--- src/common/fspg_regs.svh ---
`ifndef FSPG_REGS_SVH
`define FSPG_REGS_SVH

// ==========================================
// register offsets (byte addresses)
`define FSPG_ADDR_CTRL 8'h00
`define FSPG_ADDR_LOCK 8'h04
`define FSPG_ADDR_CFG 8'h08
`define FSPG_ADDR_STAT 8'h0c

// ==========================================
// control register fields
`define FSPG_CTRL_STORE_EN 0
`define FSPG_CTRL_ERASE 1
`define FSPG_CTRL_WRITE 2
`define FSPG_CTRL_LOCKSET 3
`define FSPG_CTRL_REENABLE 4
`define FSPG_CTRL_BUSY 6

// ==========================================
// lock register fields: app {high,low} then loader {high,low}
`define FSPG_LOCK_APP_LOW 0
`define FSPG_LOCK_APP_HIGH 1
`define FSPG_LOCK_LDR_LOW 2
`define FSPG_LOCK_LDR_HIGH 3
`define FSPG_LOCK_RESET 4'h0f

// ==========================================
// config register fields
`define FSPG_CFG_SIZE_LSB 0
`define FSPG_CFG_SIZE_MSB 1
`define FSPG_CFG_VEC_LDR 2
`define FSPG_CFG_RESET 3'h0

// ==========================================
// geometry: 12-bit word address space
`define FSPG_AW 12
`define FSPG_HALT_BASE 12'hc00
`define FSPG_LDR_BASE_0 12'hc00
`define FSPG_LDR_BASE_1 12'he00
`define FSPG_LDR_BASE_2 12'hf00
`define FSPG_LDR_BASE_3 12'hf80

// ==========================================
// timing
`define FSPG_ARM_CYCLES 3'h4
`define FSPG_ZERO_WORD 32'h0000_0000

`endif

--- src/common/fspg_pkg.sv ---
package fspg_pkg;

	typedef enum logic [3:0] {
		FSPG_IDLE = 4'b0001,
		FSPG_ARMED = 4'b0010,
		FSPG_PROG = 4'b0100,
		FSPG_STALL = 4'b1000
	} fspg_state_t;

	typedef struct packed {
		logic valid;
		logic is_store;
		logic [11:0] pc;
		logic [11:0] target;
	} fspg_req_t;

	typedef struct packed {
		logic allowed;
		logic start_erase;
		logic start_write;
		logic start_read;
		logic page_load;
		logic lock_set;
	} fspg_resp_t;

endpackage

--- src/core/fspg_guard.sv ---
// Operation
// - stores executed from application code never start programming.
// - stores from loader code may program any flash address, loader included.
// - loader/application boundary follows loader_size_fuses; each side has own locks.
// - programming concurrent-read section keeps CPU running; only halting section readable.
// - programming halting section stalls CPU for whole operation; nothing readable.
// - stall choice follows the programmed target address, not the fetch address.
// - loader section always lies inside the halting section.
// - concurrent_section_busy reads one while concurrent-read section is blocked.
// - lock bits programmable by software or external modes; only chip erase restores.
// - general write and read/write lock levels never restrict store or load.
// - app locks 11: no restriction on application section.
// - app locks 10: stores to application blocked, loads free.
// - app locks 00: stores blocked, loader loads from application blocked, irq masked in application code if vectors in loader.
// - app locks 01: loader loads from application blocked, writes allowed, irq masked in application code if vectors in loader.
// - loader locks 11: no restriction on loader section.
// - loader locks 10: stores to loader blocked, loads free.
// - loader locks 00: stores blocked, application loads from loader blocked, irq masked in loader code if vectors in application.
// - loader locks 01: application loads from loader blocked, writes allowed, irq masked in loader code if vectors in application.
// - busy clears on re-enable with store enable after programming, or page load.
//
// The register addresses and the Wishbone slave port are this design's own decisions.
`include "fspg_regs.svh"

module fspg_guard (
	input wire logic clk_i,
	input wire logic rst_i,
	// classic wishbone slave
	input wire logic wb_cyc_i,
	input wire logic wb_stb_i,
	input wire logic wb_we_i,
	input wire logic [7:0] wb_adr_i,
	input wire logic [3:0] wb_sel_i,
	input wire logic [31:0] wb_dat_i,
	output logic [31:0] wb_dat_o,
	output logic wb_ack_o,
	// cpu instruction side
	input wire fspg_pkg::fspg_req_t req_i,
	input wire logic [11:0] fetch_pc_i,
	output fspg_pkg::fspg_resp_t resp_o,
	output logic cpu_stall_o,
	output logic irq_mask_o,
	// flash macro side
	input wire logic flash_done_i,
	input wire logic chip_erase_i
);

	// ==========================================
	// section decode
	function automatic logic in_loader(input logic [11:0] a, input logic [1:0] sz);
		logic [11:0] base;
		base = `FSPG_LDR_BASE_0;
		case (sz)
			2'b00: base = `FSPG_LDR_BASE_0;
			2'b01: base = `FSPG_LDR_BASE_1;
			2'b10: base = `FSPG_LDR_BASE_2;
			default: base = `FSPG_LDR_BASE_3;
		endcase
		return a >= base;
	endfunction

	function automatic logic in_halting(input logic [11:0] a);
		return a >= `FSPG_HALT_BASE;
	endfunction

	fspg_pkg::fspg_state_t state_ff;
	fspg_pkg::fspg_state_t nxt_state;
	logic [4:0] ctrl_ff;
	logic busy_ff;
	logic [3:0] lock_ff;
	logic [2:0] cfg_ff;
	logic [2:0] arm_cnt_ff;
	logic ack_ff;
	logic [31:0] rdata_ff;
	fspg_pkg::fspg_resp_t resp_ff;

	// ==========================================
	// bus decode
	wire bus_req = wb_cyc_i & wb_stb_i & ~ack_ff;
	wire bus_wr = bus_req & wb_we_i & wb_sel_i[0];
	wire wr_ctrl = bus_wr & (wb_adr_i == `FSPG_ADDR_CTRL);
	wire wr_cfg = bus_wr & (wb_adr_i == `FSPG_ADDR_CFG);
	wire [1:0] size_sel = cfg_ff[`FSPG_CFG_SIZE_MSB:`FSPG_CFG_SIZE_LSB];
	wire vec_in_loader = cfg_ff[`FSPG_CFG_VEC_LDR];
	// controls accepted only when idle; a write mid-operation is dropped
	wire ctrl_accept = wr_ctrl & wb_dat_i[`FSPG_CTRL_STORE_EN] & (state_ff == fspg_pkg::FSPG_IDLE);

	// ==========================================
	// access decision
	wire pc_ldr = in_loader(req_i.pc, size_sel);
	wire tgt_ldr = in_loader(req_i.target, size_sel);
	wire app_lo = lock_ff[`FSPG_LOCK_APP_LOW];
	wire app_hi = lock_ff[`FSPG_LOCK_APP_HIGH];
	wire ldr_lo = lock_ff[`FSPG_LOCK_LDR_LOW];
	wire ldr_hi = lock_ff[`FSPG_LOCK_LDR_HIGH];
	// store permission: high bit governs loads and irq masking, low bit only writes; general lock levels unused
	wire store_ok = pc_ldr & (tgt_ldr ? ldr_lo : app_lo);
	// cross-section loads blocked by the high lock bit
	wire load_ok = tgt_ldr ? (pc_ldr | ldr_hi) : (~pc_ldr | app_hi);
	wire lock_cmd = ctrl_ff[`FSPG_CTRL_LOCKSET];
	wire armed = (state_ff == fspg_pkg::FSPG_ARMED);
	wire st_req = req_i.valid & req_i.is_store & armed;
	wire ld_req = req_i.valid & ~req_i.is_store & (state_ff != fspg_pkg::FSPG_STALL);
	// concurrent section unreadable while busy
	wire ld_blocked = busy_ff & ~in_halting(req_i.target);
	wire st_ok = st_req & (lock_cmd ? pc_ldr : store_ok);
	wire ld_ok = ld_req & load_ok & ~ld_blocked;
	wire is_prog = ctrl_ff[`FSPG_CTRL_ERASE] | ctrl_ff[`FSPG_CTRL_WRITE];
	wire prog_start = st_ok & is_prog;
	wire tgt_halt = in_halting(req_i.target);
	wire is_reen = ctrl_ff[`FSPG_CTRL_REENABLE];
	wire page_load = st_ok & ~is_prog & ~lock_cmd & ~is_reen;

	always_comb begin
		nxt_state = state_ff;
		case (state_ff)
			fspg_pkg::FSPG_IDLE: begin
				if (ctrl_accept) begin
					nxt_state = fspg_pkg::FSPG_ARMED;
				end
			end
			fspg_pkg::FSPG_ARMED: begin
				if (prog_start) begin
					nxt_state = tgt_halt ? fspg_pkg::FSPG_STALL : fspg_pkg::FSPG_PROG;
				end else if (st_req | (arm_cnt_ff == `FSPG_ARM_CYCLES)) begin
					nxt_state = fspg_pkg::FSPG_IDLE;
				end
			end
			fspg_pkg::FSPG_PROG, fspg_pkg::FSPG_STALL: begin
				if (flash_done_i) begin
					nxt_state = fspg_pkg::FSPG_IDLE;
				end
			end
			default: nxt_state = fspg_pkg::FSPG_IDLE;
		endcase
	end

	wire busy_set = prog_start & ~tgt_halt;
	wire busy_clr = (st_ok & is_reen) | page_load;
	wire [3:0] lock_new = lock_ff & wb_dat_i[3:0]; // bits only go programmed

	always_ff @(posedge clk_i) begin
		if (rst_i) begin
			state_ff <= fspg_pkg::FSPG_IDLE;
			ctrl_ff <= 5'h0_0;
			arm_cnt_ff <= 3'h0;
			busy_ff <= 1'b0;
		end else begin
			state_ff <= nxt_state;
			if (ctrl_accept) begin
				ctrl_ff <= wb_dat_i[4:0];
			end else if (nxt_state == fspg_pkg::FSPG_IDLE) begin
				ctrl_ff <= 5'h0_0;
			end
			arm_cnt_ff <= armed ? arm_cnt_ff + 3'h1 : 3'h0;
			// set wins over clear
			busy_ff <= busy_set | (busy_ff & ~busy_clr);
		end
	end

	// lock bits survive core reset; only chip erase restores them
	always_ff @(posedge clk_i) begin
		if (chip_erase_i) begin
			lock_ff <= `FSPG_LOCK_RESET;
		end else if (st_ok & lock_cmd) begin
			lock_ff <= lock_new;
		end else if (bus_wr & (wb_adr_i == `FSPG_ADDR_LOCK)) begin
			lock_ff <= lock_new;
		end
	end

	always_ff @(posedge clk_i) begin
		if (rst_i) begin
			cfg_ff <= `FSPG_CFG_RESET;
			ack_ff <= 1'b0;
			rdata_ff <= `FSPG_ZERO_WORD;
			resp_ff <= '0;
		end else begin
			if (wr_cfg) begin
				cfg_ff <= wb_dat_i[2:0];
			end
			ack_ff <= bus_req;
			case (wb_adr_i)
				`FSPG_ADDR_CTRL: rdata_ff <= {25'h0, busy_ff, 1'b0, ctrl_ff};
				`FSPG_ADDR_LOCK: rdata_ff <= {28'h0, lock_ff};
				`FSPG_ADDR_CFG: rdata_ff <= {29'h0, cfg_ff};
				`FSPG_ADDR_STAT: rdata_ff <= {28'h0, state_ff};
				default: rdata_ff <= `FSPG_ZERO_WORD;
			endcase
			resp_ff.allowed <= st_ok | ld_ok;
			resp_ff.start_erase <= prog_start & ctrl_ff[`FSPG_CTRL_ERASE];
			resp_ff.start_write <= prog_start & ctrl_ff[`FSPG_CTRL_WRITE];
			resp_ff.start_read <= ld_ok;
			resp_ff.page_load <= page_load;
			resp_ff.lock_set <= st_ok & lock_cmd;
		end
	end

	// ==========================================
	// outputs
	wire lock_loads = vec_in_loader ? ~app_hi : ~ldr_hi;
	wire exec_other = vec_in_loader ? ~in_loader(fetch_pc_i, size_sel) : in_loader(fetch_pc_i, size_sel);
	assign irq_mask_o = lock_loads & exec_other;
	assign cpu_stall_o = (state_ff == fspg_pkg::FSPG_STALL);
	assign wb_ack_o = ack_ff;
	assign wb_dat_o = rdata_ff;
	assign resp_o = resp_ff;

endmodule

--- config.mk ---
export PLATFORM = sky130hd
export DESIGN_NAME = fspg_guard
export DESIGN_NICKNAME = d
export VERILOG_FILES = /design/src/common/fspg_pkg.sv /design/src/core/fspg_guard.sv
export VERILOG_INCLUDE_DIRS = /design/src /design/src/common
export SDC_FILE = /design/constraint.sdc
export NUM_CORES = 1
export LEC_CHECK = 0
export ABC_CLOCK_PERIOD_IN_PS = 4400
export CORE_MARGIN = 8
export CORE_UTILIZATION = 55
export DETAILED_ROUTE_END_ITERATION = 7
export DONT_BUFFER_PORTS = 1
export PLACE_DENSITY = 0.72
export SLEW_MARGIN = 20
export SYNTH_ARGS = -nofsm -noshare
export SYNTH_HDL_FRONTEND = slang
export SYNTH_SLANG_ARGS = --single-unit
--- constraint.sdc ---
create_clock -name clk_i -period 4.4 [get_ports clk_i]
set_input_delay 0.88 -clock clk_i [delete_from_list [all_inputs] [get_ports clk_i]]
set_output_delay 0.88 -clock clk_i [all_outputs]
set_load 0.02 [all_outputs]
==> impl_metrics.tcl, run 1 <==
set metrics [dict create \
    status "complete, no violations" \
    seqCellArea_sq_um 661 \
    start_util 0.568 \
    ioPinCount 130 \
    fin_crit_ns 3.41 \
    hold_depth 1 \
    finalPower_uw 575 \
    grt_setup_unrepaired "no" \
    setup_violations 0 \
    gr-usage-all-layers 0.162 \
    grt_max_degree 27 \
    antenna_found_initial 0 \
    synth_seq_cells 33 \
    period_share 0.774 \
    drcViolationCount 0 \
    max_freq_mhz 294 \
    ant_nets 0 \
    ys.warnings.count 0 \
    viasPerCell 5.86 \
    fin_cells 284 \
    finClkSkew_ns 0.00598 \
    drtIter0Drc 167 \
    die_x_um 77.3 \
    postCtsSetupBuffers 0 \
    synth_cells 239 \
    layout.nets 336 \
    firstDrtPassIters 4 \
    p_leak_nw 0.769 \
    wire_per_inst_um 16.9 \
    syn_area_per_cell_sq_um 8.64 \
    htreeDepth 2 \
    reg2reg_depth 7 \
    syn_to_final_growth_pct 0.182 \
    num_vias 1664 \
    ff2ff_setup_slack_ns 1.96 \
    io_buffers 0 \
    netlist_area_sq_um 2060 \
    cp_data_required_time_ns 3.52 \
    fill_cells 357 \
    critPathKind "in2out" \
    cts_buffers 5 \
    rows 22 \
    maxCapViolations 0 \
    synth_edf_count 0 \
    vdd.ir_drop.worst_mv 0.124 \
    grt_pass1_vias 1658 \
    wirelength_um 4810 \
    ys.flop_type "dfxtp_1" \
    cts_sinks 33 \
    cts_hold_buf 0 \
    die_area_sq_um 5970 \
    final_layout_size_suffix_gt1_frac 0.0720 \
    cts_root_buffer "clkbuf_8" \
    fin_util 0.569 \
    worst_pin_slew_ns 0.872 \
    clockBufferDepth 2 \
    hold_path_class "reg2reg" \
    synth_cell_types 50 \
    critical_path.max_fanout 1 \
    synth_seq_area_share 0.320 \
    ctsResizeCount 0 \
    slew_headroom 0.414 \
    clk_latency_ns 0.28 \
    diodes 0 \
    fp.dieH_um 77.3 \
    clk_pin_slew_worst_paths_ns 0.06 \
    hpwl_um 3990 \
    arrival_ns 2.53 \
    core_area_sq_um 3630 \
    hold_viol 0 \
    cts_tree "built" \
    placed_cells 277 \
    grt_pass1_wl_um 7980 \
    async_flop_share 0 \
    gp_congestion 0.836 \
    cellPowerDensity_nw_per_um2 278 \
    finalMaxSlewViolations 0 \
    multiInputGateArea_sq_um 1200 \
    overflow 0 \
    fin_setup_tns_ns 0 \
    start_kind "primary input" \
    end_kind "output pin" \
]
==> area by class of cell <==
| class | count | share of cell area |
|---|---|---|
| multi-input combinational | 181 | 0.581 |
| inverter | 14 | 0.0254 |
| timing repair buffer | 1 | 0.00363 |
| clock buffer | 7 | 0.0417 |
| tap | 48 | 0.0290 |
| sequential | 33 | 0.319 |
==> cells in the final DEF (no fill, tap or decap), types with 2 or more instances in the layout <==
cell / netlist / routed
nor2b_1: 6 / 6
o211ai_1: 2 / 2
nand2b_1: 2 / 2
o21bai_1: 5 / 5
and3_1: 2 / 2
inv_1: 14 / 14
nor4_1: 8 / 8
dfxtp_1: 33 / 33
a31oi_1: 2 / 2
o21ai_0: 3 / 3
nor4b_1: 8 / 8
mux4_2: 3 / 3
a21o_1: 5 / 5
o311ai_1: 2 / 2
nor3_1: 12 / 12
ha_1: 11 / 11
a21oi_1: 3 / 3
nor2_1: 20 / 20
clkbuf_8: 0 / 6
nor3b_1: 3 / 3
nand4_1: 7 / 7
conb_1: 1 / 26
or3_1: 3 / 3
nand3_1: 11 / 11
mux2i_1: 4 / 4
nand2_1: 13 / 13
==> sequential cells by signal, summed over array words and instances, names as in the netlist <==
signal	cells
resp_o	6
wb_dat_o	6
ctrl_ff	5
lock_ff	4
state_ff	4
arm_cnt_ff	3
cfg_ff	3
busy_ff	1
wb_ack_o	1
==> synthesized netlist by cell type (all sizes together), types with 2 or more instances <==
master  instances  area share
a21o            5       0.018
a21oi           3      0.0073
a31oi           2      0.0061
and3            2      0.0061
buf            29        0.10
clkbuf          7       0.013
dfxtp          33        0.32
ha             11       0.067
inv            14       0.025
mux2i           4       0.019
mux4            3       0.033
nand2          13       0.024
nand2b          2      0.0061
nand3          11       0.027
nand4           7       0.021
nor2           20       0.036
nor2b           6       0.018
nor3           12       0.029
nor3b           3       0.011
nor4            9       0.035
nor4b           8       0.034
o211ai          3       0.018
o21ai           3      0.0073
o21bai          5       0.018
o311ai          2      0.0085
or3             3      0.0091
or4b            2      0.0097
==> final timing paths <==
check           startpoint             to
max reg2reg      cfg_ff[1]    state_ff[0]
max          fetch_pc_i[7]     irq_mask_o
min          arm_cnt_ff[0]  arm_cnt_ff[0]
min reg2reg  arm_cnt_ff[0]  arm_cnt_ff[0]
==> stage by stage <==
step           worst slack (ns)  cell area (sq um)  hold slack [ns]
4_1_cts                   0.970               2070            0.457
5_1_grt                   0.894               2070            0.488
3_3_place_gp              0.974               1980            0.445
2_1_floorplan              1.05               2160            0.432
3_5_place_dp              0.970               1980            0.448
6_report                  0.994               2070            0.451
==> cells by family (layout without fill, tap and decap cells) <==
kind of cell             count (synthesis)  in the layout  synth area share
AND/OR/NAND/NOR                        101            101             0.275
buffers and inverters                   50             22             0.144
multiplexers                             8              8            0.0576
adder cells (fa/ha/maj)                 11             11            0.0667
other                                    1             26           0.00182
flip-flops                              33             33             0.320
XOR/XNOR                                 1              1           0.00424
AO/OA/AOI/OAI                           34             34             0.131
==> layer usage <==
metal	vias to the layer above	share of wire	GRT usage
li1	815	-	-
met1	744	0.42	0.188
met2	98	0.46	0.255
met3	7	0.10	0.0769
met4	0	0.015	0.0509
met5	-	0	0
==> worst max-delay path, cell delays in order <==
cell and delay (ns):
inv_1 0.02, ha_1 0.25, or4b_2 0.57, o21ai_0 0.15, nand3_1 0.09, a21oi_1 0.15
mux2_2 0.41
==> report_power, final <==
| part | total, mW | switching (mW) | internal (mW) |
|---|---|---|---|
| combinational | 0.0489 | 0.0342 | 0.0147 |
| clock | 0.224 | 0.100 | 0.124 |
| sequential | 0.302 | 0.00227 | 0.300 |
Note: power is estimated with default switching activity, not from simulation.
==> run 2: changes to the inputs <==
--- a/config.mk
+++ b/config.mk
@@ -6,12 +6,12 @@
 export SDC_FILE = /design/constraint.sdc
 export NUM_CORES = 1
 export LEC_CHECK = 0
-export ABC_CLOCK_PERIOD_IN_PS = 4400
+export ABC_CLOCK_PERIOD_IN_PS = 2800
 export CORE_MARGIN = 8
 export CORE_UTILIZATION = 55
 export DETAILED_ROUTE_END_ITERATION = 7
 export DONT_BUFFER_PORTS = 1
-export PLACE_DENSITY = 0.72
+export PLACE_DENSITY = 0.75
 export SLEW_MARGIN = 20
 export SYNTH_ARGS = -nofsm -noshare
 export SYNTH_HDL_FRONTEND = slang
==> constraint.sdc (replaced) <==
create_clock -name clk_i -period 2.8 [get_ports clk_i]
set_input_delay 0.56 -clock clk_i [delete_from_list [all_inputs] [get_ports clk_i]]
set_output_delay 0.56 -clock clk_i [all_outputs]
set_load 0.02 [all_outputs]
==> run 2 against run 1 <==
- combinational power increased by 64%
- flip-flop and latch count unchanged
- worst hold slack worse by 0.12 ns
- clock skew is 0.0016 ns higher
- critical path type is now reg2out
==> impl_metrics.tcl, run 2 (synthesis gave the netlist of run 1 again) <==
set metrics [dict create \
    reg2reg_depth 9 \
    cts_sinks 33 \
    cts_tree "built" \
    ant_nets 0 \
    critical_path.max_fanout 2 \
    end_kind "output pin" \
    preCtsSetupSlack_ns -0.0337 \
    clockBufferDepth 2 \
    layout.nets 342 \
    diodes 0 \
    grt_max_degree 27 \
    final_cell_mix "31 x dfxtp_1, 26 x conb_1, 20 x nor2_1, 14 x inv_1, 13 x nand2_1" \
    max_freq_mhz 365 \
    grt_pass1_wl_um 8560 \
    hpwl_um 4120 \
    min_from "rst_i" \
    hold_viol 0 \
    fin_area_sq_um 2150 \
    finClkSkew_ns 0.00761 \
    finalMaxSlewViolations 0 \
    syn_to_final_growth_pct 4.24 \
    fp.dieH_um 77.3 \
    worst_pin_slew_ns 0.829 \
    drcViolationCount 0 \
    firstDrtPassIters 4 \
    die_x_um 77.3 \
    period_share 0.979 \
    htreeDepth 2 \
    layout_setup_ws_ns 0.0576 \
    cts_buffers 5 \
    rows 22 \
    cts_hold_buf 0 \
    overflow 0 \
    die_area_sq_um 5970 \
    status "complete, no violations" \
    ff2ff_setup_slack_ns 0.22 \
    wire_per_inst_um 17.7 \
    gr-usage-all-layers 0.173 \
    drtIter0Drc 187 \
    start_util 0.568 \
    wirelength_um 5130 \
    clk_latency_ns 0.28 \
    crit_start "cfg_ff[1]" \
    vdd.ir_drop.worst_mv 0.197 \
    cp_data_required_time_ns 2.24 \
    viasPerCell 5.97 \
    p_leak_nw 0.807 \
    r2r-end "resp_o[1]" \
    final_layout_size_suffix_gt1_frac 0.124 \
    fin_crit_ns 2.74 \
    grt_setup_unrepaired "yes" \
    slew_headroom 0.447 \
    critPathKind "reg2out" \
    arrival_ns 2.18 \
    hold_path_class "in2reg" \
    ioPinCount 130 \
    start_kind "flop" \
    cts_root_buffer "clkbuf_8" \
    final_common_cell "dfxtp_1" \
    num_vias 1732 \
    grt_pass1_vias 1816 \
    finalPower_uw 913 \
    gp_congestion 0.829 \
    antenna_found_initial 0 \
    placed_area_sq_um 2020 \
    r2r_start "cfg_ff[1]" \
    endpoint "irq_mask_o" \
    clk_pin_slew_worst_paths_ns 0.07 \
    setup_violations 0 \
    maxCapViolations 0 \
    cellPowerDensity_nw_per_um2 424 \
    core_area_sq_um 3630 \
    io_buffers 0 \
]
## run 2: worst min-delay path by stage
stage / end / cells past startpoint
2_1_floorplan: arm_cnt_ff[0] / 1
3_3_place_gp: arm_cnt_ff[0] / 1
3_5_place_dp: arm_cnt_ff[0] / 1
4_1_cts: cfg_ff[1] / 1
5_1_grt: cfg_ff[1] / 1
6_report: cfg_ff[1] / 1
## run 2: critical path, stage by stage (launching register included)
cell     delay (ns)
dfxtp_2        0.32
and2_4         0.16
ha_4           0.24
or4b_4         0.44
o21ai_2        0.12
nand3_1        0.09
a21oi_2        0.16
mux2_4         0.36
## run 2: area by class of cell
cell class / count / area [sq um]
Fill cell: 347 / 1480
Multi-Input combinational cell: 181 / 1240
Sequential cell: 33 / 663
Clock buffer: 7 / 86.3
Tap cell: 48 / 60.1
Timing Repair Buffer: 7 / 52.6
Inverter: 14 / 52.6
## run 2: what timing repair did
action	4_1_cts	5_1_grt
pin swaps	4	5
setup buffers	1	1
setup endpoints to repair	1	1
gates resized for setup	7	2
## run 2: per-layer routing
metal	up-vias	routed length [um]	GRT usage
li1	817	-	-
met1	790	2000	0.210
met2	115	2320	0.264
met3	10	723	0.0804
met4	0	87	0.0566
met5	-	0	0
## run 2: metrics by stage
step           setup TNS, ns  hold slack, ns  instances   util
3_3_place_gp               0           0.443        281  0.555
5_1_grt                    0           0.332        290  0.592
3_5_place_dp         -0.0337           0.448        281  0.555
6_report                   0           0.334        290  0.592
2_1_floorplan              0           0.432        264      -
4_1_cts                    0           0.332        289  0.586
## run 2: report_power, final
group | total [mW] | switching (mW) | internal (mW)
registers | 0.475 | 0.00366 | 0.471
clock network | 0.357 | 0.163 | 0.195
logic | 0.0804 | 0.0563 | 0.0241
